[config.mk]
export PLATFORM = sky130hd
export DESIGN_NAME = pmas_top
export DESIGN_NICKNAME = d
export VERILOG_FILES = /design/src/core/pmas_pkg.sv /design/src/core/pmas_top.sv /design/src/core/pmas_port_status.sv
export SDC_FILE = /design/constraint.sdc
export NUM_CORES = 1
export LEC_CHECK = 0
export BUFFER_PORTS_ARGS = -buffer_cell sky130_fd_sc_hd__buf_2
export CAP_MARGIN = 25
export CORE_MARGIN = 5
export CORE_UTILIZATION = 54
export DETAILED_ROUTE_END_ITERATION = 10
export GPL_ROUTABILITY_DRIVEN = 0
export PLACE_DENSITY = 0.8
export SETUP_SLACK_MARGIN = 0.15
export SLEW_MARGIN = 20
export SYNTH_ARGS = -nofsm -noshare
export SYNTH_HDL_FRONTEND = slang
export SYNTH_SLANG_ARGS = --single-unit
[constraint.sdc]
create_clock -name clk_sys_i -period 2.89 [get_ports clk_sys_i]
set_clock_uncertainty 0.05 [all_clocks]
set_input_delay 0.578 -clock clk_sys_i [delete_from_list [all_inputs] [get_ports clk_sys_i]]
set_output_delay 0.578 -clock clk_sys_i [all_outputs]
set_load 0.05 [all_outputs]
[src/core/pmas_pkg.sv]
// Notes on behaviour
// - partner next-page request copied into partner ability bit 15, else ignored.
// - partner remote fault recorded in bit 13, no action taken.
// - bit 14 shows partner code word was received during negotiation.
// - four partner speed/duplex bits cleared on negotiation restart or reset.
// - partner 100Base-T4 bit mirrors partner advertisement.
// - partner pause bit mirrors partner advertised pause.
// - partner selector bits 4:0 held, cleared on restart or reset.
// - expansion bit 4 latches parallel-detect fault, cleared by read or reset.
// - expansion bit 3 always equals partner ability bit 15.
// - expansion bit 2 is always zero.
// - expansion bit 1 latches on new page, cleared on link loss or reset.
// - with negotiation enabled outside fiber mode, expansion bit 0 is one only once partner known negotiation capable.
// - fiber mode or negotiation disabled forces expansion bit 0 to one.
// - master clocks at most 25MHz; device samples data on rising clock edge.
// - read frame: ones, 01, 10, port, reg, Z0 turnaround, 16 bits driven.
// - after data both sides release line, which rests pulled high.
// - after one full 32-bit preamble since reset, preamble may be omitted if at least one idle bit separates frames.
// - port address upper two bits from base pins; ports use 000..111.
// - port acts only on matching address, else ignores and leaves line undriven.
// - base pins captured at reset release and held until next reset.
package pmas_pkg;

    localparam int          NUM_PORTS     = 8;
    localparam logic [5:0]  PREAMBLE_FULL = 6'h20;
    localparam logic [1:0]  OP_READ       = 2'h2;
    localparam logic [1:0]  OP_WRITE      = 2'h1;
    localparam logic [4:0]  ADDR_BITS_M1  = 5'h09;
    localparam logic [4:0]  DATA_BITS_M1  = 5'h0f;
    localparam logic [4:0]  SKIP_BITS_M1  = 5'h10;

    localparam logic [4:0]  REG_PARTNER_ABILITY = 5'h05;
    localparam logic [4:0]  REG_AUTONEG_EXPANSION = 5'h06;

    localparam logic [15:0] PARTNER_ABILITY_RESET = 16'h0000;
    localparam logic [15:0] PARTNER_ABILITY_MASK  = 16'he7ff;
    localparam int          PA_NEXT_PAGE_BIT  = 15;
    localparam int          EXP_PD_FAULT_BIT  = 4;
    localparam int          EXP_PARTNER_NP_BIT = 3;
    localparam int          EXP_LOCAL_NP_BIT  = 2;
    localparam int          EXP_PAGE_RX_BIT   = 1;
    localparam int          EXP_PARTNER_AN_BIT = 0;
    localparam logic [15:0] READ_UNMAPPED = 16'h0000;

    typedef enum logic [2:0] {
        ST_IDLE,
        ST_START,
        ST_OPCODE,
        ST_ADDR,
        ST_TURN,
        ST_RDATA,
        ST_SKIP
    } pmas_state_e;

    typedef struct packed {
        logic        an_enable;
        logic        fiber_100_mode;
        logic        partner_an_able;
        logic        an_restart;
        logic        word_valid;
        logic [15:0] word;
        logic        pd_fault;
        logic        page_rx;
        logic        link_lost;
    } pmas_an_evt_s;

    typedef struct packed {
        logic [15:0] partner_ability;
        logic [15:0] autoneg_expansion;
    } pmas_port_regs_s;

endpackage

[src/core/pmas_top.sv]
`timescale 1ns/1ps
module pmas_top
    import pmas_pkg::*;
(
    input  wire logic         clk_sys_i,
    input  wire logic         reset_n_i,
    input  wire logic         mdc_i,
    input  wire logic         mdio_i,
    output logic              mdio_o,
    output logic              mdio_oe_o,
    input  wire logic [1:0]   port_address_base_pins_i,
    input  wire pmas_an_evt_s an_evt_i [NUM_PORTS],
    output logic [1:0]        port_address_base_o,
    output logic              frame_busy_o
);

    // pin synchronisers
    logic        mdc_meta;
    logic        mdc_sync;
    logic        mdc_prev;
    logic        mdio_meta;
    logic        mdio_sync;
    logic [1:0]  base_meta;
    logic [1:0]  base_sync;

    always_ff @(posedge clk_sys_i) begin
        if (!reset_n_i) begin
            mdc_meta  <= 1'b0;
            mdc_sync  <= 1'b0;
            mdc_prev  <= 1'b0;
            mdio_meta <= 1'b1;
            mdio_sync <= 1'b1;
        end else begin
            mdc_meta  <= mdc_i;
            mdc_sync  <= mdc_meta;
            mdc_prev  <= mdc_sync;
            mdio_meta <= mdio_i;
            mdio_sync <= mdio_meta;
        end
    end

    // base pins flow through during reset, ready for capture at release
    always_ff @(posedge clk_sys_i) begin
        base_meta <= port_address_base_pins_i;
        base_sync <= base_meta;
    end

    logic mdc_rise;
    assign mdc_rise = mdc_sync & ~mdc_prev;

    // address base capture at reset release
    logic [1:0] addr_base;
    logic       base_held;

    always_ff @(posedge clk_sys_i) begin
        if (!reset_n_i) begin
            addr_base <= 2'h0;
            base_held <= 1'b0;
        end else if (!base_held) begin
            addr_base <= base_sync;
            base_held <= 1'b1;
        end
    end

    assign port_address_base_o = addr_base;

    // per-port status registers
    pmas_port_regs_s port_regs [NUM_PORTS];
    logic [NUM_PORTS-1:0] exp_read;

    for (genvar p = 0; p < NUM_PORTS; p++) begin : g_port
        pmas_port_status u_status (
            .clk_sys_i  (clk_sys_i),
            .reset_n_i  (reset_n_i),
            .evt_i      (an_evt_i[p]),
            .exp_read_i (exp_read[p]),
            .regs_o     (port_regs[p])
        );
    end

    // register read selection
    function automatic logic [15:0] read_mux(
        input pmas_port_regs_s regs,
        input logic [4:0]      reg_addr
    );
        logic [15:0] v;
        v = READ_UNMAPPED;
        if (reg_addr == REG_PARTNER_ABILITY) begin
            v = regs.partner_ability;
        end else if (reg_addr == REG_AUTONEG_EXPANSION) begin
            v = regs.autoneg_expansion;
        end
        return v;
    endfunction

    // frame decoder
    pmas_state_e state;
    logic [5:0]  ones_cnt;
    logic        pre_done;
    logic [4:0]  bit_cnt;
    logic [1:0]  opcode;
    logic [9:0]  addr_shift;
    logic [15:0] data_shift;
    logic        read_hit;
    logic [2:0]  hit_port;
    logic [9:0]  next_addr;

    assign next_addr = {addr_shift[8:0], mdio_sync};

    always_ff @(posedge clk_sys_i) begin
        if (!reset_n_i) begin
            state      <= ST_IDLE;
            ones_cnt   <= 6'h00;
            pre_done   <= 1'b0;
            bit_cnt    <= 5'h00;
            opcode     <= 2'h0;
            addr_shift <= 10'h000;
            read_hit   <= 1'b0;
            hit_port   <= 3'h0;
        end else if (mdc_rise) begin
            case (state)
                ST_IDLE: begin
                    if (mdio_sync) begin
                        if (ones_cnt != PREAMBLE_FULL) begin
                            ones_cnt <= ones_cnt + 6'h01;
                        end
                    end else if (ones_cnt == PREAMBLE_FULL) begin
                        state    <= ST_START;
                        pre_done <= 1'b1;
                    end else if (pre_done && ones_cnt != 6'h00) begin
                        state <= ST_START;
                    end else begin
                        ones_cnt <= 6'h00;
                    end
                end
                ST_START: begin
                    ones_cnt <= 6'h00;
                    bit_cnt  <= 5'h00;
                    if (mdio_sync) begin
                        state <= ST_OPCODE;
                    end else begin
                        state <= ST_IDLE;
                    end
                end
                ST_OPCODE: begin
                    opcode  <= {opcode[0], mdio_sync};
                    bit_cnt <= bit_cnt + 5'h01;
                    if (bit_cnt == 5'h01) begin
                        state   <= ST_ADDR;
                        bit_cnt <= 5'h00;
                    end
                end
                ST_ADDR: begin
                    addr_shift <= next_addr;
                    bit_cnt    <= bit_cnt + 5'h01;
                    if (bit_cnt == ADDR_BITS_M1) begin
                        state    <= ST_TURN;
                        hit_port <= next_addr[7:5];
                        read_hit <= (opcode == OP_READ) &&
                                    (next_addr[9:8] == addr_base);
                    end
                end
                ST_TURN: begin
                    bit_cnt <= 5'h00;
                    if (read_hit) begin
                        state <= ST_RDATA;
                    end else begin
                        state <= ST_SKIP;
                    end
                end
                ST_RDATA: begin
                    bit_cnt <= bit_cnt + 5'h01;
                    if (bit_cnt == SKIP_BITS_M1) begin
                        state    <= ST_IDLE;
                        read_hit <= 1'b0;
                    end
                end
                ST_SKIP: begin
                    bit_cnt <= bit_cnt + 5'h01;
                    if (bit_cnt == SKIP_BITS_M1) begin
                        state <= ST_IDLE;
                    end
                end
                default: begin
                    state <= ST_IDLE;
                end
            endcase
        end
    end

    // read data load and serial drive
    logic turn_read;
    assign turn_read = mdc_rise && (state == ST_TURN) && read_hit;

    always_ff @(posedge clk_sys_i) begin
        if (!reset_n_i) begin
            data_shift <= 16'h0000;
            mdio_o     <= 1'b1;
            mdio_oe_o  <= 1'b0;
        end else if (turn_read) begin
            // snapshot before clear-on-read
            data_shift <= read_mux(port_regs[hit_port], addr_shift[4:0]);
            mdio_o     <= 1'b0;
            mdio_oe_o  <= 1'b1;
        end else if (mdc_rise && state == ST_RDATA) begin
            if (bit_cnt == SKIP_BITS_M1) begin
                mdio_oe_o <= 1'b0;
                mdio_o    <= 1'b1;
            end else begin
                mdio_o     <= data_shift[15];
                data_shift <= {data_shift[14:0], 1'b0};
            end
        end else if (mdc_rise && state == ST_TURN) begin
            mdio_oe_o <= 1'b0;
        end
    end

    // first data bit follows the turnaround zero
    logic first_bit;
    always_ff @(posedge clk_sys_i) begin
        if (!reset_n_i) begin
            first_bit <= 1'b0;
        end else if (turn_read) begin
            first_bit <= 1'b1;
        end else if (mdc_rise) begin
            first_bit <= 1'b0;
        end
    end

    // clear-on-read pulse to the addressed port
    always_comb begin
        exp_read = '0;
        if (turn_read && addr_shift[4:0] == REG_AUTONEG_EXPANSION) begin
            exp_read[hit_port] = 1'b1;
        end
    end

    assign frame_busy_o = (state != ST_IDLE) || first_bit;

endmodule

[src/core/pmas_port_status.sv]
`timescale 1ns/1ps
module pmas_port_status
    import pmas_pkg::*;
(
    input  wire logic            clk_sys_i,
    input  wire logic            reset_n_i,
    input  wire pmas_an_evt_s    evt_i,
    input  wire logic            exp_read_i,
    output pmas_port_regs_s      regs_o
);

    logic [15:0] partner_ability;
    logic        pd_fault;
    logic        page_rx;

    // partner word capture, cleared on restart
    always_ff @(posedge clk_sys_i) begin
        if (!reset_n_i) begin
            partner_ability <= PARTNER_ABILITY_RESET;
        end else if (evt_i.an_restart) begin
            partner_ability <= PARTNER_ABILITY_RESET;
        end else if (evt_i.word_valid) begin
            partner_ability <= evt_i.word & PARTNER_ABILITY_MASK;
        end
    end

    // parallel detect fault, set wins over read clear
    always_ff @(posedge clk_sys_i) begin
        if (!reset_n_i) begin
            pd_fault <= 1'b0;
        end else if (evt_i.pd_fault) begin
            pd_fault <= 1'b1;
        end else if (exp_read_i) begin
            pd_fault <= 1'b0;
        end
    end

    // page received, set wins over link loss
    always_ff @(posedge clk_sys_i) begin
        if (!reset_n_i) begin
            page_rx <= 1'b0;
        end else if (evt_i.page_rx) begin
            page_rx <= 1'b1;
        end else if (evt_i.link_lost) begin
            page_rx <= 1'b0;
        end
    end

    always_comb begin
        regs_o.partner_ability                     = partner_ability;
        regs_o.autoneg_expansion                   = 16'h0000;
        regs_o.autoneg_expansion[EXP_PD_FAULT_BIT] = pd_fault;
        regs_o.autoneg_expansion[EXP_PARTNER_NP_BIT] =
            partner_ability[PA_NEXT_PAGE_BIT];
        regs_o.autoneg_expansion[EXP_LOCAL_NP_BIT] = 1'b0;
        regs_o.autoneg_expansion[EXP_PAGE_RX_BIT]  = page_rx;
        if (evt_i.fiber_100_mode || !evt_i.an_enable) begin
            regs_o.autoneg_expansion[EXP_PARTNER_AN_BIT] = 1'b1;
        end else begin
            regs_o.autoneg_expansion[EXP_PARTNER_AN_BIT] =
                evt_i.partner_an_able;
        end
    end

endmodule

==> impl_results.md, run 1 <==
* CP max FO at 21
* MaxCap Viol Count at 0
* Cells after synthesis at slightly above 900
* Die area at 18400 um^2
* Post-Layout Inst Area at 10200 um^2
* Crit. End Element: output port
* Setup TNS at 0 ns
* Worst-case reg-to-reg path depth at 5
* Post-route minimum period at 2.53 ns
* Ranking of synthesized cells by area: dfxtp_1, mux2i_1, nor2_1, o21ai_0, clkbuf_1
* Fillers at 1359
* Fin crit share at 0.876
* Syn Nets at 1108
* Fmax at ~400 MHz
* Initial DRC count at ~660
* RSZ-0062 raised after global routing: no
* Peak per-stage delay on the critical path at around 0.59 ns
* P_int at 4.07 mW
* Nets at 1268
* Synth Area per Inst at 9.41 um^2
* Gr usage total at 0.262
* Ports at between 200 and 250
* Number of synthesized flops with an enable pin at 0
* Hold Crit Depth at 1
* Die Height at roughly 140 um
* Synthesized area at approximately 8500 um^2
* Vias at ~7400
* Pwr/cell area at 523 nW/um^2
* Yosys cell types at 65
* Starting Density at 0.544
* WP data arrival at 1.90 ns
* Most common cell in the synthesized netlist: dfxtp_1
* Setup Viol. Count Final at 0
* DIE WIDTH at 136 um
* Vias in the first global route at 7197
* CP Buf/Inv Count at 1
* Area growth, synth to finish at 19.5%
* Most used flip-flop cell after synthesis: dfxtp_1
* Sw Share at 0.236
* Critical path's slowest cell: nor3_1
* Maximum VDD drop at about 430 uV
* Clock share of power at 0.406
* Setup CP Type: flop to output port
* Number of port buffers at 186
* Non-filler cells, final at about 1300
* DRT antenna net count at 0
* Worst path top cell family by delay: simple AND/OR/NAND/NOR gates
* Slew Limit Headroom at 0.524
* Final Slew Violations at 0
* Crit path depth at 3
* Worst path required time at 2.26 ns
* Hold Path Class: input port to flop
* Hold Buf Count CTS at 0
* First-pass GRT wire length at 37.4 mm
* Run status: finished clean
* Row count at 46
* # resized after CTS at 0
* Yosys reg bits at between 150 and 200
* Most frequent cells after synthesis: dfxtp_1, mux2i_1, nor2_1
* Post-synth top area share at 0.444
* Root Buffer: clkbuf_16
* Sw Pwr at 1.26 mW
* CTS tree: built
* Clk Latency, worst-skew pair at 0.43 ns
* Lkg Pwr at 4.34 nW
* Final wirelength at 23.7 mm
* FFs w/ async S/R, synth at 0
* H-tree levels at 4
* Warnings from Yosys at 0
* Final Hold Vio Count at 0
* Antenna violations before repair at 3
* Setup repair bufs after CTS at 0
* DR WL/cell at 18.3 um
* CTS Buf Count at 17
* DR vias/cell at between 5 and 6
* Hpwl dp at about 17 mm
* Seq/Total Area, Yosys at 0.444
* Drt first pass iters at 6
* Clk slew on worst S/H paths at 0.07 ns
* Cell total after placement at 1262
* Grt ovf at 0
* Clock sinks at 189
* Actual slew at the worst max-slew pin at 0.714 ns
* Area of the multi-input gates at 4440 um^2
* Sequential Power Share at 0.512
* Layout cells sized above 1 at 0.241
* CP Launch Type: flop
* Pin count of the biggest net entering global routing at 37
* Cell chain of the critical path: nor3_1, nand2b_1, buf_2
* DRC violations left at 0
* Logic pwr share at 0.082
* Core area at ~16000 um^2
* Placed cell area at 9640 um^2
* Max Buffers Root-to-Sink at 2
* Area leader, netlist: dfxtp_1
* Sequential Area at 3790 um^2
==> cell type report <==
cell class              instances  area share
diodes                          1    0.000246
clock buffers                  22      0.0466
repair buffers                204       0.107
flip-flops and latches        189       0.372
clock inverters                 9     0.00615
multi-input cells             639       0.436
inverters                      14     0.00516
well taps                     216      0.0265
==> per-stage QoR <==
step,utilization,total power [mW],setup WS [ns],hold WS (ns)
after floorplan,-,3.02,0.716,0.260
after global placement,0.616,3.20,0.613,0.259
after detailed placement,0.616,3.21,0.577,0.263
after CTS,0.650,5.35,0.353,0.182
after global routing,0.650,5.53,0.197,0.172
final,0.650,5.32,0.359,0.199
==> state kept, by name, indices dropped and copies added (netlist names), 2 cells and up <==
register and flops:
hit_port 3, port_address_base_o 2, state 3, ones_cnt 6, g_port.u_status.page_rx 8, g_port.u_status.partner_ability 112
bit_cnt 5, g_port.u_status.pd_fault 8, data_shift 16, base_sync 2, base_meta 2, addr_shift 9
opcode 2
==> worst paths after layout <==
kind | to | startpoint | slack, ns
setup / recovery | frame_busy_o | state[2] | 0.36
hold / removal | base_meta[0] | port_address_base_pins_i[0] | 0.20
setup reg to reg | data_shift[2] | state[2] | 0.54
hold reg to reg | base_sync[1] | base_meta[1] | 0.28
==> per-layer routing <==
layer  vias up  share of wire  GRT usage
met5         -        0.00068          0
met4         4          0.040      0.114
met3        72          0.072     0.0717
met2       284           0.48      0.429
met1      3491           0.41      0.325
li1       3515              -          -
==> cells by family after synthesis <==
kind of cell	Yosys count	synth area share
simple gates	302	0.171
flops	189	0.444
mux	169	0.210
compound gates	156	0.125
buf+inv	77	0.0344
xor+xnor	7	0.00720
fa+ha+maj	5	0.00735
==> cells in the final DEF, fill, tap and decap left out, drive strengths merged, types with 8 or more instances in the layout <==
master and count:
inv 14, nand2b 23, o22ai 11, nor2 138, clkinv 8, dfxtp 189
a31oi 8, nor3 10, clkbuf 22, buf 204, o21a 24, a21oi 17
mux2i 152, nand3 15, a221oi 11, o21ai 44, nand2 45, mux2 10
nor2b 33
==> power by group through the flow <==
stage,logic (mW),registers (mW),clock network [mW]
2_1_floorplan,0.248,2.77,0
3_3_place_gp,0.421,2.78,0
3_5_place_dp,0.430,2.78,0
4_1_cts,0.433,2.73,2.19
5_1_grt,0.474,2.73,2.32
6_report,0.435,2.73,2.16
No activity file was read; power rests on OpenSTA's default activity.
==> run 2, diff against run 1 <==
- CORE_UTILIZATION: 54 -> 43
- CTS_CLUSTER_SIZE: default -> 20
- PLACE_DENSITY: 0.8 -> 0.66
==> impl_results.md, run 2 (synthesized netlist as in run 1, its figures left out) <==
* Die Height at 151 um (+11%)
* Ports at 203 (unchanged)
* WHS at 0.203 ns (+0.00398 ns)
* Setup CP Type: flop to flop
* Setup repair bufs after CTS at 0 (unchanged)
* Setup Viol. Count Final at 0 (unchanged)
* Number of port buffers at 186 (unchanged)
* DRC violations left at 0 (unchanged)
* Lkg Pwr at 4.39 nW (+1.1%)
* Met1 usage at 0.277 (-0.0481)
* Die area at 22700 um^2 (+24%)
* Starting Density at 0.438 (-0.106)
* CTS Buf Count at 17 (unchanged)
* Antenna violations before repair at 4 (+1)
* Maximum VDD drop at 364 uV (-15%)
* CP max FO at 14 (-33%)
* Pwr/cell area at 537 nW/um^2 (+2.7%)
* # resized after CTS at 0 (unchanged)
* Post-route minimum period at 2.44 ns (-0.0945 ns)
* Run status: finished clean
* Max reg flops at 112 (unchanged)
* Hpwl dp at 18.2 mm (+5.6%)
* Hold Crit Depth at 1 (unchanged)
* Fmax at 410 MHz (+3.9%)
* Final Hold Vio Count at 0 (unchanged)
* Commonest cells after routing, fill and taps aside: dfxtp_1, buf_2, mux2i_1
* Worst path required time at 3.20 ns (+0.94 ns)
* Final Slew Violations at 0 (unchanged)
* Core area at 19500 um^2 (+24%)
* CP Launch Type: flop
* DR vias/cell at 5.31 (-6.8%)
* Clock sinks at 189 (unchanged)
* GR peak layer: met2
* Vias at 7143 (-3.0%)
* Fin crit share at 0.843 (-0.0327)
* Nets at 1271 (+0.24%)
* Met3 usage at 0.0548 (-0.0169)
* Row count at 51 (+11%)
* R2R Setup Slk at 0.45 ns (-0.09 ns)
* WP data arrival at 2.74 ns (+0.84 ns)
* Vias in the first global route at 7228 (+0.43%)
* Worst-case reg-to-reg path depth at 7 (+2)
* Initial DRC count at 470 (-29%)
* DRT antenna net count at 0 (unchanged)
* Max Buffers Root-to-Sink at 2 (unchanged)
* First-pass GRT wire length at 38.1 mm (+2.0%)
* Hold Path Class: input port to flop
* H-tree levels at 4 (unchanged)
* Pin count of the biggest net entering global routing at 30 (-19%)
* Slew Limit Headroom at 0.504 (-0.0192)
* Diode count at 0 (-1)
* Final wirelength at 24.2 mm (+2.2%)
* Area growth, synth to finish at 21.1%
* Crit. End Element: flop
* Drt first pass iters at 6 (unchanged)
* Actual slew at the worst max-slew pin at 0.742 ns (+0.0282 ns)
* Hold Buf Count CTS at 0 (unchanged)
* DR WL/cell at 18.0 um (-1.7%)
* Grt met2 use at 0.355 (-0.0737)
* Clk slew on worst S/H paths at 0.07 ns (about the same)
* MaxCap Viol Count at 0 (unchanged)
* Biggest regs: g_port.u_status.partner_ability x112, data_shift x16, addr_shift x9
* DIE WIDTH at 151 um (+11%)
* Clk Latency, worst-skew pair at 0.43 ns (about the same)
* RSZ-0062 raised after global routing: no
* Largest reg by FF count: g_port.u_status.partner_ability
* Gr usage total at 0.216 (-0.0460)
* Root Buffer: clkbuf_16
* Setup TNS at 0 ns (unchanged)
* Grt ovf at 0 (unchanged)
* Layout cells sized above 1 at 0.246 (+0.00466)
* CTS tree: built
[run 2: where the power goes]
part / internal (mW) / total (mW) / switching, mW
clock network: 1.24 / 2.38 / 1.14
logic: 0.222 / 0.436 / 0.215
registers: 2.68 / 2.72 / 0.0437
total: 4.14 / 5.54 / 1.40
[run 2: per-layer routing]
layer / up-vias / share of wire
li1: 3513 / -
met5: - / 0.0023
met1: 3367 / 0.44
met3: 42 / 0.060
met2: 213 / 0.48
met4: 8 / 0.027
[run 2: worst paths after layout]
check	start	to
max	mdc_sync	data_shift[7]
min	port_address_base_pins_i[1]	base_meta[1]
max reg2reg	mdc_sync	data_shift[7]
min reg2reg	base_meta[1]	base_sync[1]
[run 2: cell type report]
cell class	count	area (um^2)
Tap cell	265	332
Fill cell	1832	9150
Multi-Input combinational cell	639	4440
Timing Repair Buffer	207	1100
Inverter	14	52.6
Sequential cell	189	3790
Clock inverter	15	171
Clock buffer	17	425
[run 2: through the flow]
stage          std cells  utilization  worst slack (ns)  power [mW]  area, um^2
2_1_floorplan        905            -             0.716        3.02        8520
3_3_place_gp        1314        0.499             0.544        3.21        9710
3_5_place_dp        1314        0.499             0.527        3.22        9710
4_1_cts             1346        0.530             0.454        5.59       10300
5_1_grt             1346        0.530             0.234        5.75       10300
6_report            1346        0.530             0.454        5.54       10300
[run 2: critical path, stage by stage (launching register included)]
cell and delay [ns]:
dfxtp_1 0.34, nor2b_1 0.39, nand4_1 0.52, buf_4 0.36, nor4_1 0.28, buf_4 0.20
o21ai_0 0.09, a21oi_1 0.14
